## config.mk

```make
export PLATFORM = sky130hd
export DESIGN_NAME = pwm_reload_and_interrupts
export DESIGN_NICKNAME = d
export VERILOG_FILES = /design/src/hdl/pwm_reload_pkg.sv /design/src/hdl/pwm_reload_and_interrupts.sv
export VERILOG_INCLUDE_DIRS = /design/src /design/src/hdl
export SDC_FILE = /design/constraint.sdc
export NUM_CORES = 1
export LEC_CHECK = 0
export BUFFER_PORTS_ARGS = -buffer_cell sky130_fd_sc_hd__buf_2
export CORE_ASPECT_RATIO = 0.8
export CORE_MARGIN = 4
export CORE_UTILIZATION = 60
export CTS_CLUSTER_DIAMETER = 100
export CTS_CLUSTER_SIZE = 24
export DETAILED_ROUTE_END_ITERATION = 10
export GPL_TIMING_DRIVEN = 0
export PLACE_DENSITY = 0.8
export SLEW_MARGIN = 20
export SYNTH_ARGS = -nofsm -noshare
export SYNTH_HDL_FRONTEND = slang
export SYNTH_SLANG_ARGS = --single-unit
export TNS_END_PERCENT = 100
```

## constraint.sdc

```tcl
create_clock -name core_clk_i -period 3.78 [get_ports core_clk_i]
set_input_delay 0.567 -clock core_clk_i [delete_from_list [all_inputs] [get_ports core_clk_i]]
set_output_delay 0.567 -clock core_clk_i [all_outputs]
set_load 0.03 [all_outputs]
```

## src/hdl/pwm_reload_map.svh

```systemverilog
/*
  Register offsets, field positions and reset values for the PWM reload block.
  Assumes inclusion by bare name from the design file, the checker and the bench.
*/
`ifndef PWM_RELOAD_MAP_SVH
`define PWM_RELOAD_MAP_SVH
`define OFS_CONTROL 6'h00
`define OFS_IRQ_EN 6'h04
`define OFS_IRQ_FLAG 6'h08
`define OFS_RELOAD 6'h0c
`define OFS_CLKSEL 6'h10
`define OFS_PHASE 6'h14
`define OFS_DUTY 6'h18
`define OFS_PERIOD 6'h1c
`define OFS_OFFSET 6'h20
`define OFS_TIMER 6'h24
`define CTL_EN 7
`define CTL_OUT 5
`define CTL_POL 4
`define CTL_MODE_HI 3
`define CTL_MODE_LO 2
`define LD_REQ 7
`define LD_METHOD 6
`define LD_ODO 2
`define LD_SRC_HI 1
`define LD_SRC_LO 0
`define CLK_SEL_HI 1
`define CLK_SEL_LO 0
`define CLK_FAST 2'h1
`define CLK_SLOW 2'h2
`define IRQ_OFS 3
`define IRQ_PH 2
`define IRQ_DC 1
`define IRQ_PR 0
`define RST_PERIOD 16'hffff
`endif

```

## src/hdl/pwm_reload_pkg.sv

```systemverilog
/*
  Types for the PWM reload block.
  Assumes the map header is on the include path.
*/
package pwm_reload_pkg;
  typedef enum logic [1:0] {
    mode_standard = 2'b00,
    mode_set_match = 2'b01,
    mode_toggle = 2'b10,
    mode_center = 2'b11
  } pwm_mode_t;
  typedef struct packed {
    logic [15:0] phase;
    logic [15:0] duty;
    logic [15:0] period;
    logic [15:0] offset;
    logic offset_direction_select;
  } count_set_t;
  typedef struct packed {
    logic offset_m;
    logic phase_m;
    logic duty_m;
    logic period_m;
  } match_vec_t;
endpackage : pwm_reload_pkg

```

## src/hdl/pwm_reload_and_interrupts.sv

```systemverilog
/*
  PWM module with double-buffered reload, match interrupt flags and control
  registers behind an Avalon-MM slave. Assumes core_clk_i is the selected PWM
  clock and that peer buffer-load events arrive as one-cycle pulses on it.
*/
`timescale 1ns/1ps
`default_nettype none
`include "pwm_reload_map.svh"

// Function
// keep shadow phase, duty, period, offset pairs and offset direction bit
// software writes reach only shadows until the reload fires; code copies shadows into the operating set every cycle while disabled
// method bit picks immediate or triggered; request bit always required
// all four shadow pairs load into operating copies together
// immediate: load at first period event after request set
// triggered: peer buffer-load event chosen by two-bit source field
// triggered: load at first period event after the trigger
// completed load clears the request bit in hardware
// request or trigger in a period-match cycle waits one more period
// keeps running in sleep with either internal oscillator selected
// four interrupt sources: phase, duty, period, offset match
// flags set on rising edge of each match event signal
// control bit 7 enables; bits 6, 1, 0 read zero
// control bit 5 shows output state, hardware owned; in set-match mode code loads it from bit 5 of control writes
// control bit 4 set makes the active level low
// mode field bits 3-2 select center, toggle, set, standard
// enable register gates each match interrupt; bits 7-4 read zero
// flags at bits 3..0, forced clear while disabled
// standard: phase match starts, duty match ends, period resets timer
// offset direction bit only changes through armed reload; code also copies it from the shadow every cycle while disabled
// match, period and buffer-load events are one-cycle pulses
// count register reads return last written shadow values
module pwm_reload_and_interrupts
  import pwm_reload_pkg::*;
(
  input wire logic core_clk_i,
  input wire logic rst_n_i,
  input wire logic [5:0] avs_address_i,
  input wire logic avs_read_i,
  input wire logic avs_write_i,
  input wire logic [31:0] avs_writedata_i,
  input wire logic [3:0] avs_byteenable_i,
  output logic [31:0] avs_readdata_o,
  output logic avs_waitrequest_o,
  input wire logic [3:0] peer_load_event_i,
  input wire logic sleep_i,
  output logic pwm_out_o,
  output logic buffer_load_event_o,
  output logic offset_match_event_o,
  output logic irq_o
);
  count_set_t shadow;
  count_set_t active;
  logic [7:0] pwm_control;
  logic [3:0] pwm_interrupt_enable;
  logic [3:0] irq_flag;
  logic reload_arm_request;
  logic reload_arm_method;
  logic [1:0] reload_trigger_source;
  logic [1:0] clk_select;
  logic trig_seen;
  logic [15:0] waveform_timer;
  logic count_down;
  logic out_state;
  logic ack;
  match_vec_t match_now;
  match_vec_t match_prev;
  logic enabled;
  logic running;
  logic period_hit;
  logic load_now;
  logic wr_hit;
  logic rd_hit;
  logic sw_set_req;
  pwm_mode_t mode;
  logic [31:0] next_readdata;
  logic [15:0] up_match;

  assign enabled = pwm_control[`CTL_EN];
  assign mode = pwm_mode_t'(pwm_control[`CTL_MODE_HI:`CTL_MODE_LO]);
  // in sleep the core clock is assumed gated unless an internal oscillator feeds us
  assign running = enabled && (!sleep_i || clk_select == `CLK_FAST
                               || clk_select == `CLK_SLOW);
  assign wr_hit = avs_write_i && !ack;
  assign rd_hit = avs_read_i && !ack;
  assign up_match = active.period - active.duty;

  // center mode has its period event at the bottom turn, not at the top
  always_comb begin
    period_hit = 1'b0;
    if (mode == mode_center) begin
      period_hit = count_down && waveform_timer == 16'h0000;
    end else begin
      period_hit = waveform_timer == active.period;
    end
  end

  // qualified by running so a halted block raises no events
  always_comb begin
    match_now.period_m = running && period_hit;
    match_now.phase_m = running && waveform_timer == active.phase;
    match_now.duty_m = running && waveform_timer == active.duty;
    match_now.offset_m = running && waveform_timer == active.offset
                         && (mode != mode_center || count_down == active.offset_direction_select);
  end

  // a request raised in the period-match cycle itself sees trig/req only next cycle
  assign sw_set_req = wr_hit && avs_address_i == `OFS_RELOAD && avs_byteenable_i[0]
                      && avs_writedata_i[`LD_REQ];
  assign load_now = match_now.period_m && reload_arm_request
                    && (!reload_arm_method || trig_seen); // see R3 see R5 see R7

  // one-cycle bus answer: waitrequest low in the cycle after the request rises
  always_ff @(posedge core_clk_i) begin
    if (!rst_n_i) begin
      ack <= 1'b0;
      avs_waitrequest_o <= 1'b1;
    end else begin
      ack <= (avs_read_i || avs_write_i) && !ack;
      avs_waitrequest_o <= !((avs_read_i || avs_write_i) && !ack);
    end
  end

  // decoded from the request itself so data stands once waitrequest drops
  always_comb begin
    next_readdata = 32'h0000_0000;
    unique case (avs_address_i)
      `OFS_CONTROL: next_readdata = {24'h000000, pwm_control[`CTL_EN], 1'b0, out_state,
                                     pwm_control[`CTL_POL:`CTL_MODE_LO], 2'b00}; // see R13
      `OFS_IRQ_EN: next_readdata = {28'h0000000, pwm_interrupt_enable};
      `OFS_IRQ_FLAG: next_readdata = {28'h0000000, irq_flag};
      `OFS_RELOAD: next_readdata = {24'h000000, reload_arm_request, reload_arm_method,
                                    3'b000, shadow.offset_direction_select, reload_trigger_source};
      `OFS_CLKSEL: next_readdata = {30'h0, clk_select};
      `OFS_PHASE: next_readdata = {16'h0000, shadow.phase};
      `OFS_DUTY: next_readdata = {16'h0000, shadow.duty};
      `OFS_PERIOD: next_readdata = {16'h0000, shadow.period};
      `OFS_OFFSET: next_readdata = {16'h0000, shadow.offset};
      `OFS_TIMER: next_readdata = {16'h0000, waveform_timer};
      default: next_readdata = 32'h0000_0000;
    endcase
  end

  always_ff @(posedge core_clk_i) begin
    if (!rst_n_i) begin
      avs_readdata_o <= 32'h0000_0000;
    end else if (rd_hit) begin
      avs_readdata_o <= next_readdata;
    end
  end

  // software registers; only byte lane 0 carries their bits
  always_ff @(posedge core_clk_i) begin
    if (!rst_n_i) begin
      pwm_control <= 8'h00;
      pwm_interrupt_enable <= 4'h0;
      clk_select <= 2'h0;
      reload_arm_method <= 1'b0;
      reload_trigger_source <= 2'h0;
    end else if (wr_hit && avs_byteenable_i[0]) begin
      if (avs_address_i == `OFS_CONTROL) begin
        // reserved bits and the output bit are never stored, so they stay zero
        pwm_control[`CTL_EN] <= avs_writedata_i[`CTL_EN];
        pwm_control[`CTL_POL] <= avs_writedata_i[`CTL_POL];
        pwm_control[`CTL_MODE_HI:`CTL_MODE_LO] <= avs_writedata_i[`CTL_MODE_HI:`CTL_MODE_LO];
      end
      if (avs_address_i == `OFS_IRQ_EN) begin
        pwm_interrupt_enable <= avs_writedata_i[`IRQ_OFS:`IRQ_PR];
      end
      if (avs_address_i == `OFS_CLKSEL) begin
        clk_select <= avs_writedata_i[`CLK_SEL_HI:`CLK_SEL_LO];
      end
      if (avs_address_i == `OFS_RELOAD) begin
        reload_arm_method <= avs_writedata_i[`LD_METHOD];
        reload_trigger_source <= avs_writedata_i[`LD_SRC_HI:`LD_SRC_LO];
      end
    end
  end

  // shadow copies, written byte-wise; never touch the running set
  always_ff @(posedge core_clk_i) begin
    if (!rst_n_i) begin
      shadow <= '{phase: 16'h0000, duty: 16'h0000, period: `RST_PERIOD,
                  offset: 16'h0000, offset_direction_select: 1'b0};
    end else if (wr_hit) begin // see R1
      for (int b = 0; b < 2; b++) begin
        if (avs_byteenable_i[b]) begin
          unique case (avs_address_i)
            `OFS_PHASE: shadow.phase[b*8 +: 8] <= avs_writedata_i[b*8 +: 8];
            `OFS_DUTY: shadow.duty[b*8 +: 8] <= avs_writedata_i[b*8 +: 8];
            `OFS_PERIOD: shadow.period[b*8 +: 8] <= avs_writedata_i[b*8 +: 8];
            `OFS_OFFSET: shadow.offset[b*8 +: 8] <= avs_writedata_i[b*8 +: 8];
            default: ;
          endcase
        end
      end
      if (avs_address_i == `OFS_RELOAD && avs_byteenable_i[0]) begin
        shadow.offset_direction_select <= avs_writedata_i[`LD_ODO];
      end
    end
  end

  // while disabled the shadows pass straight through so the first start uses them
  always_ff @(posedge core_clk_i) begin
    if (!rst_n_i) begin
      active <= '{phase: 16'h0000, duty: 16'h0000, period: `RST_PERIOD,
                  offset: 16'h0000, offset_direction_select: 1'b0};
    end else if (load_now || !enabled) begin
      active <= shadow; // see R4
    end
  end

  // a new request wins over the clear of a load in the same cycle
  always_ff @(posedge core_clk_i) begin
    if (!rst_n_i) begin
      reload_arm_request <= 1'b0;
    end else if (sw_set_req) begin
      reload_arm_request <= 1'b1;
    end else if (load_now) begin
      reload_arm_request <= 1'b0;
    end
  end

  // a trigger coinciding with our own period event is only remembered
  always_ff @(posedge core_clk_i) begin
    if (!rst_n_i) begin
      trig_seen <= 1'b0;
    end else if (!reload_arm_request || load_now) begin
      trig_seen <= 1'b0;
    end else if (peer_load_event_i[reload_trigger_source]) begin
      trig_seen <= 1'b1; // see R6
    end
  end

  // standard timer wraps at the period count; center mode turns at both ends
  always_ff @(posedge core_clk_i) begin
    if (!rst_n_i) begin
      waveform_timer <= 16'h0000;
      count_down <= 1'b0;
    end else if (!enabled) begin
      waveform_timer <= 16'h0000;
      count_down <= 1'b0;
    end else if (running) begin
      if (mode == mode_center) begin
        if (!count_down && waveform_timer >= active.period) begin
          count_down <= 1'b1;
          waveform_timer <= waveform_timer - 16'h0001;
        end else if (count_down && waveform_timer == 16'h0000) begin
          count_down <= 1'b0;
          waveform_timer <= 16'h0001;
        end else if (count_down) begin
          waveform_timer <= waveform_timer - 16'h0001;
        end else begin
          waveform_timer <= waveform_timer + 16'h0001;
        end
      end else if (period_hit) begin
        waveform_timer <= 16'h0000;
      end else begin
        waveform_timer <= waveform_timer + 16'h0001;
      end
    end
  end

  // out_state is the active level before polarity; the pin flop applies it
  always_ff @(posedge core_clk_i) begin
    if (!rst_n_i) begin
      out_state <= 1'b0;
    end else if (!enabled) begin
      out_state <= 1'b0;
    end else if (running) begin // see R14
      unique case (mode)
        mode_standard: begin
          if (match_now.duty_m) begin
            out_state <= 1'b0;
          end else if (match_now.phase_m) begin
            out_state <= 1'b1;
          end
        end
        mode_set_match: begin
          if (wr_hit && avs_address_i == `OFS_CONTROL && avs_byteenable_i[0]) begin
            out_state <= avs_writedata_i[`CTL_OUT];
          end else if (match_now.phase_m) begin
            out_state <= 1'b1;
          end
        end
        mode_toggle: begin
          if (match_now.phase_m) begin
            out_state <= ~out_state;
          end
        end
        mode_center: begin
          if (!count_down && waveform_timer == up_match) begin
            out_state <= 1'b1;
          end else if (count_down && waveform_timer == up_match + 16'h0001) begin
            out_state <= 1'b0;
          end
        end
      endcase
    end
  end

  // previous match levels give the rising edges that the flags need
  always_ff @(posedge core_clk_i) begin
    if (!rst_n_i) begin
      match_prev <= '0;
    end else begin
      match_prev <= match_now;
    end
  end

  // flag writes copy the data bits: 0 clears, 1 sets
  always_ff @(posedge core_clk_i) begin
    if (!rst_n_i) begin
      irq_flag <= 4'h0;
    end else if (!enabled) begin
      irq_flag <= 4'h0;
    end else begin
      for (int i = 0; i < 4; i++) begin
        // set wins over a software clear landing in the same cycle
        if (match_now[i] && !match_prev[i]) begin
          irq_flag[i] <= 1'b1; // see R11
        end else if (wr_hit && avs_address_i == `OFS_IRQ_FLAG && avs_byteenable_i[0]) begin
          irq_flag[i] <= avs_writedata_i[i];
        end
      end
    end
  end

  // every pin comes from a flop so peers see clean one-cycle events
  always_ff @(posedge core_clk_i) begin
    if (!rst_n_i) begin
      pwm_out_o <= 1'b0;
      buffer_load_event_o <= 1'b0;
      offset_match_event_o <= 1'b0;
      irq_o <= 1'b0;
    end else begin
      pwm_out_o <= out_state ^ pwm_control[`CTL_POL];
      buffer_load_event_o <= load_now;
      offset_match_event_o <= match_now.offset_m && !match_prev.offset_m;
      irq_o <= |(irq_flag & pwm_interrupt_enable);
    end
  end
endmodule : pwm_reload_and_interrupts
`default_nettype wire

```

==> results.tsv <==
stage	metric	value	unit
setup_path	crit path DAT	4.01	ns
clock_network	CTS tree	built	
die	Die X	161	µm
synthesis	Post-synth top flop	dfxtp_1	
clock_network	clk sinks	193	
setup_path	required time of the critical path	4.08	ns
setup_path	crit path launch type	register	
timing	minimum clock period	3.71	ns
power	PwrDens	323	nW/µm²
synthesis	Synth top area share	0.343	
clock_network	hold_buf cts	0	
timing	Rel. slew slack	0.303	
drt	drc violations	0	
drt	Detailed Route WL	39.2	mm
setup_path	r2r setup slk	0.07	ns
clock_network	Clock Root Buffer	clkbuf_16	
synthesis	synth unique cells	85	
setup_path	Worst Setup SP	waveform_timer[0]	
timing	Slew Viols, Final	0	
power	total power	4060	µW
finish	Layout Utilization	0.688	
drt	first drt pass iteration count	6	
power	net switching power	1020	µW
setup_path	CP endpoint	active[61]	
global_routing	antenna violations before repair	0	
power	Reg power frac	0.502	
setup_path	kind of critical path	register to register	
placed_design	Final GP Congestion	1.02	
die	die area	21000	µm²
clock_network	CTS buffer count	17	
synthesis	#FFs+latches synth	193	
die	row count	44	
clock_network	clk buf depth	2	
setup_path	FF-to-FF path depth	17	
timing	final hold vios	0	
drt	Post-DRT Antenna Nets	0	
timing	Tightest Pin Transition	1.04	ns
timing	highest clock rate	0.270	GHz
setup_path	FF-to-FF End	active[61]	
synthesis	Seq/Total Area, Yosys	0.343	
drt	via count	11400	
synthesis	ranking of synthesized cells by area	dfxtp_1 34%, nand2_1 7.4%, mux2i_1 6.4%	
power	LEAKAGE	0.00516	µW
global_routing	vias in the first global route	10100	
global_routing	total gr overflow	0	
die	Initial Util	0.616	
placed_design	PortBufs	48	
finish	nets@finish	1592	
drt	Avg Vias per Cell	6.46	
clock_network	Clock transition at path regs	0.07	ns
setup_path	RR Startpoint	waveform_timer[0]	
finish	share of cells above drive strength 1	0.105	
finish	area grow syn2layout	11.7	%
power	clock power share	0.442	
die	I/O pin cnt	88	
timing	Final period util	0.981	
global_routing	global-route wire length before repair	57.9	mm
outcome	status	complete, no violations	
synthesis	cell taking the most area after synthesis	dfxtp_1	
power	Sw Ratio	0.252	
timing	final worst slack	0.0702	ns
drt	routed len/inst	22.1	µm
synthesis	YS warnings	0	
timing	setup_tns	0	ns
power	combinational fraction of design power	0.055	
setup_path	crit path capture type	register	
clock_network	htree depth	4	
finish	number of antenna diodes	0	
drt	1st-iter DRT viols	1964	
placed_design	pre-CTS WS	-0.412	ns
synthesis	FFs w/ async S/R, synth	0	
synthesis	syn_area_per_cell	7.93	µm²
timing	RSZ-0062 raised after global routing	yes	
power	Pint	3040	µW
placed_design	Final HPWL DP	29.9	mm
run	Max-Cap Viols	0	
clock_network	Clock Latency Late Sink	0.44	ns
min_path	HP Class	input port to register	
synthesis	EDFF count, synth	0	
synthesis	Post-Synthesis Cells	1420	
timing	clk_skew	0.0137	ns
die	Die Y	131	µm
timing	final setup violation count	0	
global_routing	pin count of the biggest net entering global routing	18	
setup_path	Worst Path Max Fanout	10	
power	Peak VDD IR	0.000256	V
global_routing	GRT Util Overall	0.359	
synthesis	synthesized area	11300	µm²
die	Core Region	18300	µm²
-- layer usage --
| metal | wire length, µm | vias up | track usage | share of wire |
|---|---|---|---|---|
| met3 | 5590 | 89 | 0.0956 | 0.14 |
| met1 | 16700 | 5383 | 0.531 | 0.43 |
| met4 | 992 | 0 | 0.103 | 0.025 |
| met5 | 0 | - | 0 | 0 |
| li1 | - | 5174 | - | - |
| met2 | 15900 | 802 | 0.517 | 0.41 |
-- cell families after synthesis --
kind of cell             Yosys count  synth area share
adder cells (fa/ha/maj)           35            0.0395
flip-flops                       193             0.343
AO/OA/AOI/OAI                    326             0.193
XOR/XNOR                          90            0.0700
multiplexers                      77            0.0710
AND/OR/NAND/NOR                  540             0.221
other                              1          0.000333
buffers and inverters            158            0.0625
-- repair_timing --
action,CTS,global route
endpoints found under the setup margin,79,76
buffers inserted,2,2
resized for setup,9,14
pin swaps,0,3
-- power by group through the flow --
| stage | Sequential (µW) | Clock [µW] | Combinational [µW] |
|---|---|---|---|
| after floorplan | 2090 | 0 | 130 |
| final | 2040 | 1800 | 225 |
| after detailed placement | 2090 | 0 | 212 |
| after CTS | 2040 | 1780 | 213 |
| after global routing | 2040 | 1870 | 235 |
| after global placement | 2090 | 0 | 210 |
-- area by class of cell --
type | count | area (µm²)
Timing Repair Buffer | 52 | 270
Sequential cell | 193 | 3860
Inverter | 52 | 199
Clock inverter | 12 | 121
Buffer | 106 | 524
Clock buffer | 20 | 447
Multi-Input combinational cell | 1084 | 6830
Fill cell | 1568 | 5700
Tap cell | 253 | 317
-- flip-flops by register name, indices dropped and copies added (netlist names), 4 cells and up --
| name | count |
|---|---|
| avs_readdata_o | 16 |
| pwm_interrupt_enable | 4 |
| irq_flag | 4 |
| shadow | 65 |
| waveform_timer | 16 |
| pwm_control | 4 |
| active | 65 |
| match_prev | 4 |
-- per-stage QoR --
stage | std cells | area, µm² | hold slack, ns
after global routing | 1772 | 12600 | 0.424
after floorplan | 1435 | 11300 | 0.383
after detailed placement | 1736 | 11900 | 0.422
final | 1772 | 12600 | 0.393
after global placement | 1736 | 11900 | 0.426
after CTS | 1770 | 12500 | 0.387
-- worst max-delay path: stages (launching register included) --
cell and delay (ns):
dfxtp_1 0.32, clkbuf_4 0.24, clkinvlp_4 0.18, ha_1 0.18
or3b_4 0.39, or3_4 0.37, nor3_4 0.21, nand2_2 0.13
nor3_4 0.26, nand2_2 0.13, a21oi_4 0.27, nand3_4 0.17
and2_4 0.19, buf_6 0.11, buf_6 0.13, buf_6 0.14
nand2_1 0.07, a21oi_1 0.06
-- synthesized netlist by cell type (24+ instances only) --
master,instances
xor2_1,50
clkbuf_1,66
nor2_1,123
ha_1,34
a22oi_1,31
dfxtp_1,193
nand2_1,222
o21ai_0,45
nor3_1,29
inv_1,51
o211ai_1,24
xnor2_1,40
nand3_1,50
a21oi_1,106
mux2i_1,72
-- placed cells by master, fill, tap and decap left out, types with 6 or more instances in the layout --
cell type and count:
buf_2 58, a21o_1 12, o211ai_1 24, o22ai_1 11, nand2b_1 13, nor2b_1 7, conb_1 16, clkbuf_16 17
nand2_1 222, buf_4 22, nor3_1 28, ha_1 34, o21ai_0 42, and3_1 6, nor4_1 20, a211oi_1 12
a21oi_1 105, a222oi_1 10, a22oi_1 31, xor2_1 49, xnor2_1 40, inv_1 50, a31oi_1 9, and2_1 16
nand3_1 50, o21a_1 8, clkbuf_1 66, dfxtp_1 193, nand4_1 17, nor2_1 123, mux2i_1 72
-- worst min-delay path by stage --
stage | start | end | slack (ns) | cells after the start
final | avs_writedata_i[14] | shadow[31] | 0.39 | 3
after detailed placement | match_prev[3] | offset_match_event_o | 0.42 | 1
after CTS | avs_writedata_i[14] | shadow[31] | 0.39 | 3
after global routing | avs_writedata_i[14] | shadow[31] | 0.42 | 3
after global placement | match_prev[3] | offset_match_event_o | 0.43 | 1
after floorplan | match_prev[3] | offset_match_event_o | 0.38 | 1
(Power assumes the default switching activity.)
